===== config.mk =====
export PLATFORM = sky130hd
export DESIGN_NAME = fetch_pipeline
export DESIGN_NICKNAME = d
export VERILOG_FILES = /design/src/core/fetch_pipe_pkg.sv /design/src/core/fetch_pipeline.sv
export SDC_FILE = /design/constraint.sdc
export NUM_CORES = 1
export LEC_CHECK = 0
export BUFFER_PORTS_ARGS = -buffer_cell sky130_fd_sc_hd__buf_2
export CAP_MARGIN = 20
export CORE_MARGIN = 2
export CORE_UTILIZATION = 30
export DETAILED_ROUTE_END_ITERATION = 10
export GPL_TIMING_DRIVEN = 0
export HOLD_SLACK_MARGIN = 0.02
export SETUP_SLACK_MARGIN = 0.15
export SYNTH_ARGS = -nofsm -noshare
export SYNTH_HDL_FRONTEND = slang
export SYNTH_SLANG_ARGS = --single-unit

===== constraint.sdc =====
create_clock -name core_clk -period 7 [get_ports core_clk]
set_input_delay 0 -clock core_clk [delete_from_list [all_inputs] [get_ports core_clk]]
set_output_delay 0 -clock core_clk [all_outputs]
set_load 0.05 [all_outputs]

===== src/core/fetch_pipe_pkg.sv =====
// Constants for the instruction fetch and execute sequencer.
// Assumes one core clock; the four phases are derived inside the block.
package fetch_pipe_pkg;

  // ---------------------------------------------------------------
  // Phases, Gray coded along the cycle
  // ---------------------------------------------------------------
  typedef enum logic [1:0] {
    PH_ONE   = 2'b00,
    PH_TWO   = 2'b01,
    PH_THREE = 2'b11,
    PH_FOUR  = 2'b10
  } phase_e;

  // ---------------------------------------------------------------
  // Two-word instruction kinds
  // ---------------------------------------------------------------
  typedef enum logic [2:0] {
    TW_GOTO, TW_CALL, TW_MOVE_FF, TW_LOAD_PTR,
    TW_ADD_LINK, TW_CALL_W, TW_MOVE_SS, TW_SUB_LINK
  } two_word_e;

  // ---------------------------------------------------------------
  // Opcodes and fields
  // ---------------------------------------------------------------
  localparam logic [15:0] NOP_WORD       = 16'h0000;
  localparam logic [3:0]  SECOND_NIBBLE  = 4'hF;
  localparam logic [5:0]  OP_ADD_W_FILE  = 6'h09;
  localparam logic [6:0]  OP_MOVE_W_FILE = 7'h37;
  localparam logic [6:0]  OP_TEST_SKIP   = 7'h33;
  localparam logic [7:0]  OP_MOVE_LIT    = 8'h0E;
  localparam logic [7:0]  OP_RET_LIT     = 8'h0C;
  localparam logic [4:0]  OP_BRANCH      = 5'h1A;
  localparam logic [15:0] OP_TABLE_READ  = 16'h0008;
  localparam logic [15:0] OP_TABLE_WRITE = 16'h000C;
  localparam logic [15:0] OP_CALL_W      = 16'h0014;

  // ---------------------------------------------------------------
  // Core registers held inside the block, by data address
  // ---------------------------------------------------------------
  localparam logic [11:0] ADDR_PC_LOW    = 12'hFF9;
  localparam logic [11:0] ADDR_PC_HIGH   = 12'hFFA;
  localparam logic [11:0] ADDR_PC_UPPER  = 12'hFFB;
  localparam logic [11:0] ADDR_TBL_LOW   = 12'hFF6;
  localparam logic [11:0] ADDR_TBL_HIGH  = 12'hFF7;
  localparam logic [11:0] ADDR_TBL_UPPER = 12'hFF8;
  localparam logic [11:0] ADDR_TBL_LATCH = 12'hFF5;
  localparam logic [11:0] ADDR_WORKING   = 12'hFE8;
  localparam logic [7:0]  ACCESS_SPLIT   = 8'h60;
  localparam logic [3:0]  ACCESS_BANK_HI = 4'hF;

  // ---------------------------------------------------------------
  // Reset values
  // ---------------------------------------------------------------
  localparam logic [19:0] PC_WORD_RESET  = 20'h00000;
  localparam logic [7:0]  BYTE_RESET     = 8'h00;
  localparam logic [3:0]  STROBE_RESET   = 4'h1;

endpackage


===== src/core/fetch_pipeline.sv =====
// Four-phase instruction sequencer with a two-stage fetch/execute pipeline.
// Assumes program and data memories answer within one phase, on core_clk.
`timescale 1ns/1ps

module fetch_pipeline
  import fetch_pipe_pkg::*;
(
  // Clock and reset
  input  wire logic        core_clk,
  input  wire logic        rst,
  // Program memory fetch
  output wire logic [20:0] pm_addr,
  input  wire logic [15:0] pm_rdata,
  // Table access to program memory
  output wire logic [20:0] tbl_addr,
  output wire logic        tbl_rd_en,
  input  wire logic [7:0]  tbl_rdata,
  output wire logic        tbl_wr_en,
  output wire logic [7:0]  tbl_wdata,
  // Data memory
  input  wire logic [3:0]  bank_sel,
  output wire logic [11:0] dm_addr,
  output wire logic        dm_rd_en,
  input  wire logic [7:0]  dm_rdata,
  output wire logic        dm_wr_en,
  output wire logic [7:0]  dm_wdata,
  // Return stack outside the block
  output wire logic        stack_push,
  output wire logic [20:0] push_addr,
  output wire logic        stack_pop,
  input  wire logic [20:0] pop_addr,
  // Phase strobes, one-hot, bit 0 is phase one
  output wire logic [3:0]  phase_strobe
);

  // ---------------------------------------------------------------
  // Helpers
  // ---------------------------------------------------------------
  function automatic logic [11:0] file_addr(input logic a, input logic [7:0] f, input logic [3:0] bank);
    if (a) begin
      file_addr = {bank, f};
    end else begin
      file_addr = (f >= ACCESS_SPLIT) ? {ACCESS_BANK_HI, f} : {4'h0, f};
    end
  endfunction

  function automatic logic is_core_reg(input logic [11:0] a);
    is_core_reg = (a == ADDR_PC_LOW) || (a == ADDR_PC_HIGH) || (a == ADDR_PC_UPPER) ||
                  (a == ADDR_TBL_LOW) || (a == ADDR_TBL_HIGH) || (a == ADDR_TBL_UPPER) ||
                  (a == ADDR_TBL_LATCH) || (a == ADDR_WORKING);
  endfunction

  // Returns {valid, kind} for the first word of a two-word instruction
  function automatic logic [3:0] two_word_kind(input logic [15:0] w);
    two_word_kind = 4'h0;
    if (w[15:8] == 8'hEF) two_word_kind = {1'b1, TW_GOTO};
    if (w[15:9] == 7'h76) two_word_kind = {1'b1, TW_CALL};
    if (w[15:12] == 4'hC) two_word_kind = {1'b1, TW_MOVE_FF};
    if (w[15:6] == 10'h3B8) two_word_kind = {1'b1, TW_LOAD_PTR};
    if (w[15:6] == 10'h3A3) two_word_kind = {1'b1, TW_ADD_LINK};
    if (w == OP_CALL_W) two_word_kind = {1'b1, TW_CALL_W};
    if (w[15:7] == 9'h1D7) two_word_kind = {1'b1, TW_MOVE_SS};
    if (w[15:6] == 10'h3A7) two_word_kind = {1'b1, TW_SUB_LINK};
  endfunction

  // ---------------------------------------------------------------
  // State
  // ---------------------------------------------------------------
  phase_e      phase_q;
  phase_e      phase_d;
  logic [3:0]  strobe_q;
  logic [19:0] pc_word_q;
  logic [19:0] pc_word_d;
  logic [15:0] fetch_q;
  logic [15:0] ir_q;
  logic [15:0] ir_d;
  logic        pend_q;
  two_word_e   pend_kind_q;
  logic [7:0]  pend_lit_q;
  logic [7:0]  w_q;
  logic [7:0]  pch_q;
  logic [4:0]  pcu_q;
  logic [20:0] table_pointer_q;
  logic [7:0]  table_latch_q;
  logic [7:0]  operand_q;
  logic [11:0] dm_addr_q;
  logic        dm_rd_en_q;
  logic        dm_wr_en_q;
  logic [7:0]  dm_wdata_q;
  logic        tbl_rd_en_q;
  logic        tbl_wr_en_q;
  logic        push_q;
  logic        pop_q;
  logic [19:0] push_word_q;

  // ---------------------------------------------------------------
  // Phase divider
  // ---------------------------------------------------------------
  always_comb begin
    unique case (phase_q)
      PH_ONE:   phase_d = PH_TWO;
      PH_TWO:   phase_d = PH_THREE;
      PH_THREE: phase_d = PH_FOUR;
      PH_FOUR:  phase_d = PH_ONE;
    endcase
  end

  always_ff @(posedge core_clk) begin
    if (rst) begin
      phase_q  <= PH_ONE;
      strobe_q <= STROBE_RESET;
    end else begin
      phase_q  <= phase_d;
      strobe_q <= {strobe_q[2:0], strobe_q[3]};
    end
  end

  wire at_one   = (phase_q == PH_ONE);
  wire at_two   = (phase_q == PH_TWO);
  wire at_three = (phase_q == PH_THREE);
  wire at_four  = (phase_q == PH_FOUR);

  // ---------------------------------------------------------------
  // Decode of the executing word
  // ---------------------------------------------------------------
  wire [3:0]  first_info = two_word_kind(ir_q);
  wire        sec_word   = (ir_q[15:12] == SECOND_NIBBLE);
  // A second word with no first word ahead of it matches nothing below
  wire        sec_ok     = sec_word && pend_q;
  wire        is_first   = first_info[3] && !sec_word;
  wire        is_add     = (ir_q[15:10] == OP_ADD_W_FILE);
  wire        is_movwf   = (ir_q[15:9] == OP_MOVE_W_FILE);
  wire        is_tstfsz  = (ir_q[15:9] == OP_TEST_SKIP);
  wire        is_movlw   = (ir_q[15:8] == OP_MOVE_LIT);
  wire        is_ret_lit = (ir_q[15:8] == OP_RET_LIT);
  wire        is_bra     = (ir_q[15:11] == OP_BRANCH);
  wire        is_tblrd   = (ir_q == OP_TABLE_READ);
  wire        is_tblwt   = (ir_q == OP_TABLE_WRITE);
  wire [11:0] f_addr     = file_addr(ir_q[8], ir_q[7:0], bank_sel);
  wire        mov_first  = is_first && (first_info[2:0] == TW_MOVE_FF);
  wire        mov_second = sec_ok && (pend_kind_q == TW_MOVE_FF);
  wire        jump_sec   = sec_ok && (pend_kind_q == TW_GOTO || pend_kind_q == TW_CALL);

  wire [11:0] rd_addr    = mov_first ? ir_q[11:0] : f_addr;
  wire        rd_need    = is_add || is_tstfsz || mov_first;
  wire [7:0]  sum        = 8'(operand_q + w_q);
  wire        wr_need    = (is_add && ir_q[9]) || is_movwf || mov_second;
  wire [11:0] wr_addr    = mov_second ? ir_q[11:0] : f_addr;
  wire [7:0]  wr_data    = is_add ? sum : (is_movwf ? w_q : operand_q);
  wire        low_write  = wr_need && (wr_addr == ADDR_PC_LOW);
  wire        low_read   = rd_need && (rd_addr == ADDR_PC_LOW) && !low_write;

  wire [7:0]  core_rdata =
    (rd_addr == ADDR_PC_LOW)    ? {pc_word_q[6:0], 1'b0} :
    (rd_addr == ADDR_PC_HIGH)   ? pch_q :
    (rd_addr == ADDR_PC_UPPER)  ? {3'h0, pcu_q} :
    (rd_addr == ADDR_TBL_LOW)   ? table_pointer_q[7:0] :
    (rd_addr == ADDR_TBL_HIGH)  ? table_pointer_q[15:8] :
    (rd_addr == ADDR_TBL_UPPER) ? {3'h0, table_pointer_q[20:16]} :
    (rd_addr == ADDR_TBL_LATCH) ? table_latch_q : w_q;

  // ---------------------------------------------------------------
  // Program flow
  // ---------------------------------------------------------------
  wire [19:0] bra_offset = {{9{ir_q[10]}}, ir_q[10:0]};
  wire        skip       = is_tstfsz && (operand_q == BYTE_RESET);
  wire        flow       = is_bra || jump_sec || is_ret_lit || low_write;
  wire        flush      = flow || skip;
  // The low bit of a computed offset is dropped; it must be even
  wire [19:0] target     =
    is_bra   ? pc_word_q + bra_offset :
    jump_sec ? {ir_q[11:0], pend_lit_q} :
    is_ret_lit ? pop_addr[20:1] : {pcu_q, pch_q, wr_data[7:1]};

  assign pc_word_d = flow ? target : pc_word_q + 20'h00001;
  assign ir_d      = flush ? NOP_WORD : fetch_q;

  always_ff @(posedge core_clk) begin
    if (rst) begin
      pc_word_q <= PC_WORD_RESET;
      fetch_q   <= NOP_WORD;
      ir_q      <= NOP_WORD;
    end else begin
      if (at_three) fetch_q <= pm_rdata;
      if (at_four) begin
        pc_word_q <= pc_word_d;
        ir_q      <= ir_d;
      end
    end
  end

  always_ff @(posedge core_clk) begin
    if (rst) begin
      pend_q      <= 1'b0;
      pend_kind_q <= TW_GOTO;
      pend_lit_q  <= BYTE_RESET;
    end else if (at_four) begin
      pend_q      <= is_first;
      pend_kind_q <= two_word_e'(first_info[2:0]);
      pend_lit_q  <= ir_q[7:0];
    end
  end

  // ---------------------------------------------------------------
  // Data memory strobes
  // ---------------------------------------------------------------
  always_ff @(posedge core_clk) begin
    if (rst) begin
      dm_addr_q  <= 12'h000;
      dm_rd_en_q <= 1'b0;
      dm_wr_en_q <= 1'b0;
      dm_wdata_q <= BYTE_RESET;
    end else begin
      dm_rd_en_q <= at_one && rd_need && !is_core_reg(rd_addr);
      dm_wr_en_q <= at_three && wr_need && !is_core_reg(wr_addr);
      if (at_one) dm_addr_q <= rd_addr;
      if (at_three) begin
        dm_addr_q  <= wr_addr;
        dm_wdata_q <= wr_data;
      end
    end
  end

  always_ff @(posedge core_clk) begin
    if (rst) begin
      operand_q <= BYTE_RESET;
    end else if (at_two && rd_need) begin
      operand_q <= is_core_reg(rd_addr) ? core_rdata : dm_rdata;
    end
  end

  // ---------------------------------------------------------------
  // Core registers: working register, PC latches, table path
  // ---------------------------------------------------------------
  always_ff @(posedge core_clk) begin
    if (rst) begin
      w_q <= BYTE_RESET;
    end else if (at_four) begin
      if (is_movlw || is_ret_lit) w_q <= ir_q[7:0];
      else if (is_add && !ir_q[9]) w_q <= sum;
      else if (wr_need && wr_addr == ADDR_WORKING) w_q <= wr_data;
    end
  end

  always_ff @(posedge core_clk) begin
    if (rst) begin
      pch_q <= BYTE_RESET;
      pcu_q <= 5'h00;
    end else if (at_two && low_read) begin
      pch_q <= pc_word_q[14:7];
      pcu_q <= pc_word_q[19:15];
    end else if (at_four && wr_need) begin
      if (wr_addr == ADDR_PC_HIGH) pch_q <= wr_data;
      if (wr_addr == ADDR_PC_UPPER) pcu_q <= wr_data[4:0];
    end
  end

  always_ff @(posedge core_clk) begin
    if (rst) begin
      table_pointer_q <= 21'h000000;
      table_latch_q   <= BYTE_RESET;
      tbl_rd_en_q     <= 1'b0;
      tbl_wr_en_q     <= 1'b0;
    end else begin
      tbl_rd_en_q <= at_one && is_tblrd;
      tbl_wr_en_q <= at_three && is_tblwt;
      if (at_two && is_tblrd) table_latch_q <= tbl_rdata;
      if (at_four && wr_need) begin
        if (wr_addr == ADDR_TBL_LOW) table_pointer_q[7:0] <= wr_data;
        if (wr_addr == ADDR_TBL_HIGH) table_pointer_q[15:8] <= wr_data;
        if (wr_addr == ADDR_TBL_UPPER) table_pointer_q[20:16] <= wr_data[4:0];
        if (wr_addr == ADDR_TBL_LATCH) table_latch_q <= wr_data;
      end
    end
  end

  // ---------------------------------------------------------------
  // Return stack handshake
  // ---------------------------------------------------------------
  always_ff @(posedge core_clk) begin
    if (rst) begin
      push_q      <= 1'b0;
      pop_q       <= 1'b0;
      push_word_q <= PC_WORD_RESET;
    end else begin
      push_q <= at_four && sec_ok && pend_kind_q == TW_CALL;
      pop_q  <= at_three && is_ret_lit;
      if (at_four) push_word_q <= pc_word_q;
    end
  end

  // Even-byte outputs keep every instruction on a word boundary
  assign pm_addr      = {pc_word_q, 1'b0};
  assign push_addr    = {push_word_q, 1'b0};
  assign tbl_addr     = table_pointer_q;
  assign tbl_rd_en    = tbl_rd_en_q;
  assign tbl_wr_en    = tbl_wr_en_q;
  assign tbl_wdata    = table_latch_q;
  assign dm_addr      = dm_addr_q;
  assign dm_rd_en     = dm_rd_en_q;
  assign dm_wr_en     = dm_wr_en_q;
  assign dm_wdata     = dm_wdata_q;
  assign stack_push   = push_q;
  assign stack_pop    = pop_q;
  assign phase_strobe = strobe_q;

  // ---------------------------------------------------------------
  // Checks
  // ---------------------------------------------------------------
  a_phase_order: assert property (@(posedge core_clk) disable iff (rst)
    at_four |=> at_one ##1 at_two ##1 at_three ##1 at_four) else $error("phase order broken");
  a_pc_when: assert property (@(posedge core_clk) disable iff (rst)
    !at_four |=> $stable(pc_word_q) && $stable(ir_q)) else $error("pc or ir moved off phase four");
  a_pc_step: assert property (@(posedge core_clk) disable iff (rst)
    (at_four && !flow) |=> pc_word_q == $past(pc_word_q) + 20'h00001) else $error("pc did not step one word");
  a_flush_nop: assert property (@(posedge core_clk) disable iff (rst)
    (at_four && flush) |=> (ir_q == NOP_WORD && !dm_wr_en_q && !dm_rd_en_q)[*4]) else $error("flushed word acted");
  a_rd_phase: assert property (@(posedge core_clk) disable iff (rst)
    dm_rd_en_q |-> at_two && $past(at_one)) else $error("data read outside phase two");
  a_wr_phase: assert property (@(posedge core_clk) disable iff (rst)
    dm_wr_en_q |-> at_four && dm_addr_q == $past(wr_addr)) else $error("data write outside phase four");
  a_jump_word: assert property (@(posedge core_clk) disable iff (rst)
    (at_four && jump_sec) |=> pc_word_q == {$past(ir_q[11:0]), $past(pend_lit_q)}) else $error("jump target wrong");
  a_bra_words: assert property (@(posedge core_clk) disable iff (rst)
    (at_four && is_bra) |=> pc_word_q == $past(pc_word_q) + $past(bra_offset)) else $error("branch offset wrong");
  a_lone_second: assert property (@(posedge core_clk) disable iff (rst)
    (at_one && sec_word && !pend_q) |-> ##3 (!dm_wr_en_q && !flow && !push_q)) else $error("lone second word acted");
  a_latch_keep: assert property (@(posedge core_clk) disable iff (rst)
    (at_four && low_write) |=> $stable(pch_q) && $stable(pcu_q)) else $error("computed jump touched latches");
  a_latch_load: assert property (@(posedge core_clk) disable iff (rst)
    (at_two && low_read) |=> pch_q == $past(pc_word_q[14:7])) else $error("latch not refreshed");
  a_return_literal: assert property (@(posedge core_clk) disable iff (rst)
    (at_four && is_ret_lit) |=> w_q == $past(ir_q[7:0]) && pc_word_q == $past(pop_addr[20:1]))
    else $error("return with literal wrong");

endmodule


==> impl_metrics.env, run 1 <==
export IMPL_tns_ns=0
export IMPL_placedCellCount=1841
export IMPL_r2r_start="ir_q[10]$_SDFFE_PP0N_"
export IMPL_syn_inst=1235
export IMPL_outcome="finished, final reports clean"
export IMPL_syn2layout_area_growth_pct=22.9
export IMPL_syn_cell_area_um2=10200
export IMPL_critical_path_class="reg -> reg"
export IMPL_port_buffers=155
export IMPL_hold_path_end="dm_addr[8]$_SDFFE_PP0P_"
export IMPL_synth_simple_area_share_pct=21.7
export IMPL_grt_use_met1_pct=31.1
export IMPL_synth_area_per_cell_um2=8.24
export IMPL_clk_root_buffer_cell="clkbuf_16"
export IMPL_grt_usage_pct=23.2
export IMPL_io_pins=160
export IMPL_period_share_pct=49.0
export IMPL_period_minus_slack_ns=3.43
export IMPL_rsz0062_at_grt="no"
export IMPL_drt_initial_drc_count=1228
export IMPL_cts_resized=0
export IMPL_core_area_um2=33400
export IMPL_use_met2_pct=36.0
export IMPL_synth_adder_area_share_pct=4.33
export IMPL_required_ns=7.35
export IMPL_wl_per_cell_um=22.1
export IMPL_synthArstFlopShare_pct=0
export IMPL_synth_seq_cells=174
export IMPL_top_usage_layer="met2"
export IMPL_grt_pass1_wl_mm=61.7
export IMPL_die_w_um=188
export IMPL_synth_top_family_by_area="simple AND/OR/NAND/NOR gates"
export IMPL_clockPowerShare_pct=47.0
export IMPL_first_global_vias=9917
export IMPL_cts_tree="done"
export IMPL_path_buf_inv=1
export IMPL_synth_edf_count=0
export IMPL_rrSetupSlack_ns=3.57
export IMPL_final_common_cell="nor2_1"
export IMPL_cts_path_max_buffers=2
export IMPL_overflow=0
export IMPL_firstDrtPassIters=6
export IMPL_leakage_nw=5.05
export IMPL_vias=10700
export IMPL_final_cells=1905
export IMPL_swShare_pct=25.3
export IMPL_clock_sinks=174
export IMPL_wl_mm=42.0
export IMPL_maxCapViolations=0
export IMPL_report_final_slew_viol_count=0
export IMPL_fp_dieH_um=188
export IMPL_worstMarginPinSlew_ns=1.02
export IMPL_ant_nets=0
export IMPL_start_util_pct=30.4
export IMPL_clk_latency_ns=0.45
export IMPL_fin_skew_ns=0.0182
export IMPL_path_cells="nand4_1 -> nor2_1 -> o221ai_2 -> or2_0 -> clkbuf_1 -> a2111oi_0 -> o21ai_1 -> a31oi_1"
export IMPL_cp_slowest_cell="dfxtp_1"
export IMPL_fp_dieArea_um2=35400
export IMPL_htree_num_levels=4
export IMPL_fin_ws_ns=3.57
export IMPL_end_kind="register"
export IMPL_antenna_cells=0
export IMPL_route_detailed_drc=0
export IMPL_p_total_w=0.00225
export IMPL_mostFrequentLayoutCells="nor2_1 (194), dfxtp_1 (174), buf_2 (171), mux2i_1 (121), nand2_1 (87)"
export IMPL_ys_flop_type="dfxtp_1"
export IMPL_relSlewSlack_pct=31.8
export IMPL_ys_warn_count=0
export IMPL_hold_violations=0
export IMPL_share_seq_of_total_power_pct=45.1
export IMPL_hp_start="bank_sel[0]"
export IMPL_yosys_area_share_xor_xnor_pct=1.55
export IMPL_synthMuxAreaShare_pct=12.5
export IMPL_num_rows=67
export IMPL_hold_path_class="in -> reg"
export IMPL_hold_depth=5
export IMPL_vdd_ir_drop_worst_uv=176
export IMPL_worstSetupStartpoint="ir_q[10]$_SDFFE_PP0N_"
export IMPL_drive_gt1_share_pct=16.3
export IMPL_final_net_count=1538
export IMPL_synth_distinct_cells=84
export IMPL_setup_viol=0
export IMPL_synth_compound_area_share_pct=21.2
export IMPL_dp_slack_ns=3.63
export IMPL_antenna_found_initial=0
export IMPL_max_freq_mhz=292
export IMPL_clkTransAtPathRegs_ns=0.07
export IMPL_r2r_end="operand_q[0]$_SDFFE_PP0P_"
export IMPL_cp_slowest_stage_delay_ns=0.89
export IMPL_numCtsBuffers=17
export IMPL_power_density_nw_per_um2=180
export IMPL_combPwrFrac_pct=7.9
export IMPL_p_switching_w=0.000570
export IMPL_grt_use_met3_pct=5.17
export IMPL_r2r_cells=8
export IMPL_critPathTopFamily="simple AND/OR/NAND/NOR gates"
export IMPL_arrival_ns=3.78
export IMPL_power_internal_w=0.00168
export IMPL_critPathLaunchType="register"
export IMPL_post_dp_hpwl_mm=31.7
export IMPL_vias_per_cell=5.62
export IMPL_crit_fanout=15
export IMPL_routabilityCongestion=0.970
export IMPL_synth_seq_area_share_pct=34.2
export IMPL_grt_max_degree=17
==> final cells by class <==
class / count / area (um^2)
sequential: 174 / 3480
clock buffer: 19 / 453
inverter: 22 / 82.6
timing repair buffer: 190 / 1120
tap: 448 / 561
buffer: 87 / 372
clock inverter: 12 / 184
fill: 3473 / 20900
multi-input combinational: 953 / 6250
==> logic make-up after synthesis <==
logic type               after synthesis
adder cells (fa/ha/maj)               34
AND/OR/NAND/NOR                      463
XOR/XNOR                              18
buffers and inverters                109
flip-flops                           174
other                                  1
multiplexers                         126
AO/OA/AOI/OAI                        310
==> power by group through the flow <==
stage               clock [W]  sequential (W)  combinational (W)
floorplan                   0         0.00105          0.0000792
global placement            0         0.00104           0.000160
detailed placement          0         0.00104           0.000161
CTS                   0.00107         0.00102           0.000175
global route          0.00111         0.00102           0.000188
finish                0.00106         0.00102           0.000178
==> Yosys cell counts, types with 12 or more instances <==
master	number	share of area [%]
and3_1	18	1.1
clkbuf_1	55	2.0
o21ai_0	45	2.2
a21oi_1	61	3.0
nor4_1	14	0.86
a22oi_1	24	1.8
a211oi_1	41	3.0
inv_1	21	0.77
dfxtp_1	174	34
nand2_1	87	3.2
ha_1	32	3.9
nand3_1	35	1.7
or3_1	16	0.98
buf_2	15	0.74
nor3_1	33	1.6
buf_1	12	0.44
mux2i_1	121	12
xor2_1	12	1.0
nor2_1	194	7.2
==> state kept, by name, summed over array words and instances (netlist names), 2 cells and up <==
signal        count
dm_addr          12
dm_wdata          8
fetch_q          16
ir_q             16
operand_q         8
pc_word_q        20
pch_q             8
pcu_q             5
pend_kind_q       3
pend_lit_q        8
phase_q           2
phase_strobe      4
push_word_q      20
tbl_addr         21
tbl_wdata         8
w_q               8
==> timing repair <==
item	CTS	global route
hold buffers	32	0
buffers inserted	0	0
hold endpoints to repair	32	0
==> tightest hold or removal path: cells and delay by family <==
kind / cells / cell delay (ns)
simple gates: 1 / 0.08
compound gates: 3 / 0.27
buf+inv: 1 / 0.09
==> per-stage QoR <==
stage / hold WS, ns / instance area (um^2) / utilization, %
finish: 0.0358 / 12500 / 37.4
global route: 0.0310 / 12500 / 37.4
CTS: 0.0252 / 12500 / 37.4
detailed placement: 0.243 / 11500 / 34.5
global placement: 0.237 / 11500 / 34.4
floorplan: 0.147 / 10200 / -
==> metal layers <==
layer / part of all wire, % / vias up
met2: 44 / 549
met4: 3.6 / 0
met3: 8.5 / 93
li1: - / 4976
met1: 44 / 5080
met5: 0 / -
==> how the worst max path moves through the flow <==
stage	to	slack, ns	cells after the start
floorplan	pc_word_q[14]$_SDFFE_PP0N_	4.17	10
global placement	pc_word_q[3]$_SDFFE_PP0N_	2.97	6
detailed placement	tbl_addr[15]$_SDFFE_PP0P_	3.63	6
CTS	tbl_addr[12]$_SDFFE_PP0P_	3.61	6
global route	pc_word_q[18]$_SDFFE_PP0N_	3.31	10
finish	operand_q[0]$_SDFFE_PP0P_	3.57	8
Power figures use the tool's default switching activity.
==> run 2: changes to the inputs <==
clock period = 3 ns   (was 7 ns; I/O delays follow)
==> impl_metrics.env, run 2 (synthesis gave the netlist of run 1 again) <==
export IMPL_fp_dieArea_um2=35400
export IMPL_wl_mm=42.5
export IMPL_grt_pass1_wl_mm=61.9
export IMPL_cp_common_cell="buf_2"
export IMPL_hold_path_end="dm_addr[8]$_SDFFE_PP0P_"
export IMPL_period_minus_slack_ns=2.78
export IMPL_numCtsBuffers=17
export IMPL_num_rows=67
export IMPL_wl_per_cell_um=22.3
export IMPL_cp_slowest_cell="or4_4"
export IMPL_die_w_um=188
export IMPL_route_detailed_drc=0
export IMPL_share_seq_of_total_power_pct=45.1
export IMPL_first_global_vias=10000
export IMPL_cts_tree="done"
export IMPL_drt_initial_drc_count=1053
export IMPL_worstMarginPinSlew_ns=0.990
export IMPL_overflow=0
export IMPL_hold_violations=0
export IMPL_fin_area_um2=12800
export IMPL_critPathLaunchType="register"
export IMPL_p_switching_w=0.00133
export IMPL_critPathTopFamily="simple AND/OR/NAND/NOR gates"
export IMPL_final_net_count=1543
export IMPL_largest_reg_flops=21
export IMPL_grt_usage_pct=23.3
export IMPL_cts_path_max_buffers=2
export IMPL_max_freq_mhz=359
export IMPL_firstDrtPassIters=5
export IMPL_r2r_start="ir_q[15]$_SDFFE_PP0N_"
export IMPL_hold_path_class="in -> reg"
export IMPL_antenna_found_initial=1
export IMPL_htree_num_levels=4
export IMPL_mostFrequentLayoutCells="nor2_1 (191), buf_2 (164), dfxtp_1 (163), mux2i_1 (121), nand2_1 (86)"
export IMPL_crit_fanout=10
export IMPL_placed_area_um2=11500
export IMPL_path_cells="buf_2 -> nand3_4 -> or4_4 -> o22ai_4 -> and2_0 -> buf_2 -> nand3_1 -> mux2i_1 -> a211oi_1"
export IMPL_period_share_pct=92.7
export IMPL_combPwrFrac_pct=8.0
export IMPL_clock_sinks=174
export IMPL_required_ns=3.36
export IMPL_p_total_w=0.00525
export IMPL_met3_length_mm=3.72
export IMPL_core_area_um2=33400
export IMPL_arrival_ns=3.14
export IMPL_vias_per_cell=5.63
export IMPL_drive_gt1_share_pct=19.6
export IMPL_swShare_pct=25.3
export IMPL_clkTransAtPathRegs_ns=0.06
export IMPL_vdd_ir_drop_worst_uv=416
export IMPL_critical_path_class="reg -> reg"
export IMPL_final_common_cell="nor2_1"
export IMPL_report_final_slew_viol_count=0
export IMPL_relSlewSlack_pct=33.6
export IMPL_top_layer_used="met4"
export IMPL_io_pins=160
export IMPL_clk_root_buffer_cell="clkbuf_16"
export IMPL_start_util_pct=30.4
export IMPL_route_met2_wl_mm=18.9
export IMPL_maxCapViolations=0
export IMPL_post_dp_hpwl_mm=31.7
export IMPL_antenna_cells=0
export IMPL_routabilityCongestion=0.970
export IMPL_clk_latency_ns=0.45
export IMPL_path_buf_inv=2
export IMPL_leakage_nw=5.16
export IMPL_power_internal_w=0.00392
export IMPL_rrSetupSlack_ns=0.22
export IMPL_hold_depth=5
export IMPL_grt_max_degree=17
export IMPL_placedCellCount=1841
export IMPL_port_buffers=155
export IMPL_clockPowerShare_pct=46.9
export IMPL_cp_slowest_stage_delay_ns=0.59
export IMPL_r2r_end="pcu_q[0]$_SDFFE_PP0P_"
export IMPL_fin_skew_ns=0.0151
export IMPL_final_cells=1910
export IMPL_hp_start="bank_sel[0]"
export IMPL_end_kind="register"
export IMPL_rsz0062_at_grt="yes"
export IMPL_r2r_cells=9
export IMPL_fp_dieH_um=188
export IMPL_wl_met1_mm=18.3
export IMPL_vias=10800
export IMPL_power_density_nw_per_um2=410
export IMPL_setup_viol=0
export IMPL_outcome="finished, final reports clean"
export IMPL_syn2layout_area_growth_pct=25.8
export IMPL_ant_nets=0
## run 2: cell count changes in the layout (fill, tap and decap cells not counted), moves of 3 or more
cell	previous run	this run
buf_4	4	11
nor4_2	0	3
dfxtp_2	0	9
nor2_1	194	191
clkbuf_4	0	3
dfxtp_1	174	163
clkbuf_2	0	10
nor4_1	14	11
buf_2	171	164
a211oi_1	41	38
clkbuf_1	55	45
a2111oi_0	6	3
## run 2: worst max-delay path by stage
stage	from	end	slack, ns	cells after the start
detailed placement	ir_q[4]$_SDFFE_PP0N_	tbl_addr[15]$_SDFFE_PP0P_	-0.37	6
floorplan	pc_word_q[0]$_SDFFE_PP0N_	pc_word_q[14]$_SDFFE_PP0N_	0.17	10
global placement	ir_q[10]$_SDFFE_PP0N_	pc_word_q[3]$_SDFFE_PP0N_	-1.03	6
CTS	ir_q[3]$_SDFFE_PP0N_	operand_q[5]$_SDFFE_PP0P_	0.14	8
finish	ir_q[15]$_SDFFE_PP0N_	pcu_q[0]$_SDFFE_PP0P_	0.22	9
global route	ir_q[3]$_SDFFE_PP0N_	operand_q[2]$_SDFFE_PP0P_	0.07	8
## run 2: cell type report
| type | count | area (um^2) |
|---|---|---|
| fillers | 3442 | 20600 |
| multi-input cells | 953 | 6450 |
| flip-flops and latches | 174 | 3500 |
| repair buffers | 195 | 1160 |
| well taps | 448 | 561 |
| clock buffers | 19 | 453 |
| plain buffers | 87 | 407 |
| clock inverters | 12 | 184 |
| inverters | 22 | 82.6 |
## run 2: what timing repair did
item,in CTS,in global routing
gates resized for setup,23,56
setup buffers,0,6
setup endpoints to repair,82,72
hold buffers,32,0
pin swaps,0,7
hold endpoints to repair,32,0
## run 2: worst register-to-register path, delay by kind of cell, from the launching register on
family                 cells  cell delay [ns]
AOI/OAI and AO/OA          2             0.59
buffers and inverters      2             0.40
and+or+nand+nor            4             1.19
muxes                      1             0.23
DFF                        1             0.30
## run 2: routing by layer
layer | GRT usage [%] | vias to the layer above
met4 | 10.1 | 0
li1 | - | 4976
met3 | 5.37 | 87
met5 | 0 | -
met1 | 30.9 | 5113
met2 | 36.1 | 581
## run 2: through the flow
step	setup TNS [ns]	setup slack (ns)	utilization (%)	hold WS, ns
6_report	0	0.218	38.3	0.0433
5_1_grt	0	0.0735	38.3	0.0310
4_1_cts	0	0.144	37.6	0.0252
3_5_place_dp	-6.85	-0.369	34.5	0.243
3_3_place_gp	-16.47	-1.03	34.4	0.237
2_1_floorplan	0	0.167	-	0.147
## run 2: power groups by stage
stage,registers (W),clock network [W],logic [W]
after detailed placement,0.00242,0,0.000376
after global routing,0.00237,0.00258,0.000443
final,0.00237,0.00247,0.000418
after floorplan,0.00246,0,0.000185
after global placement,0.00242,0,0.000373
after CTS,0.00237,0.00249,0.000409
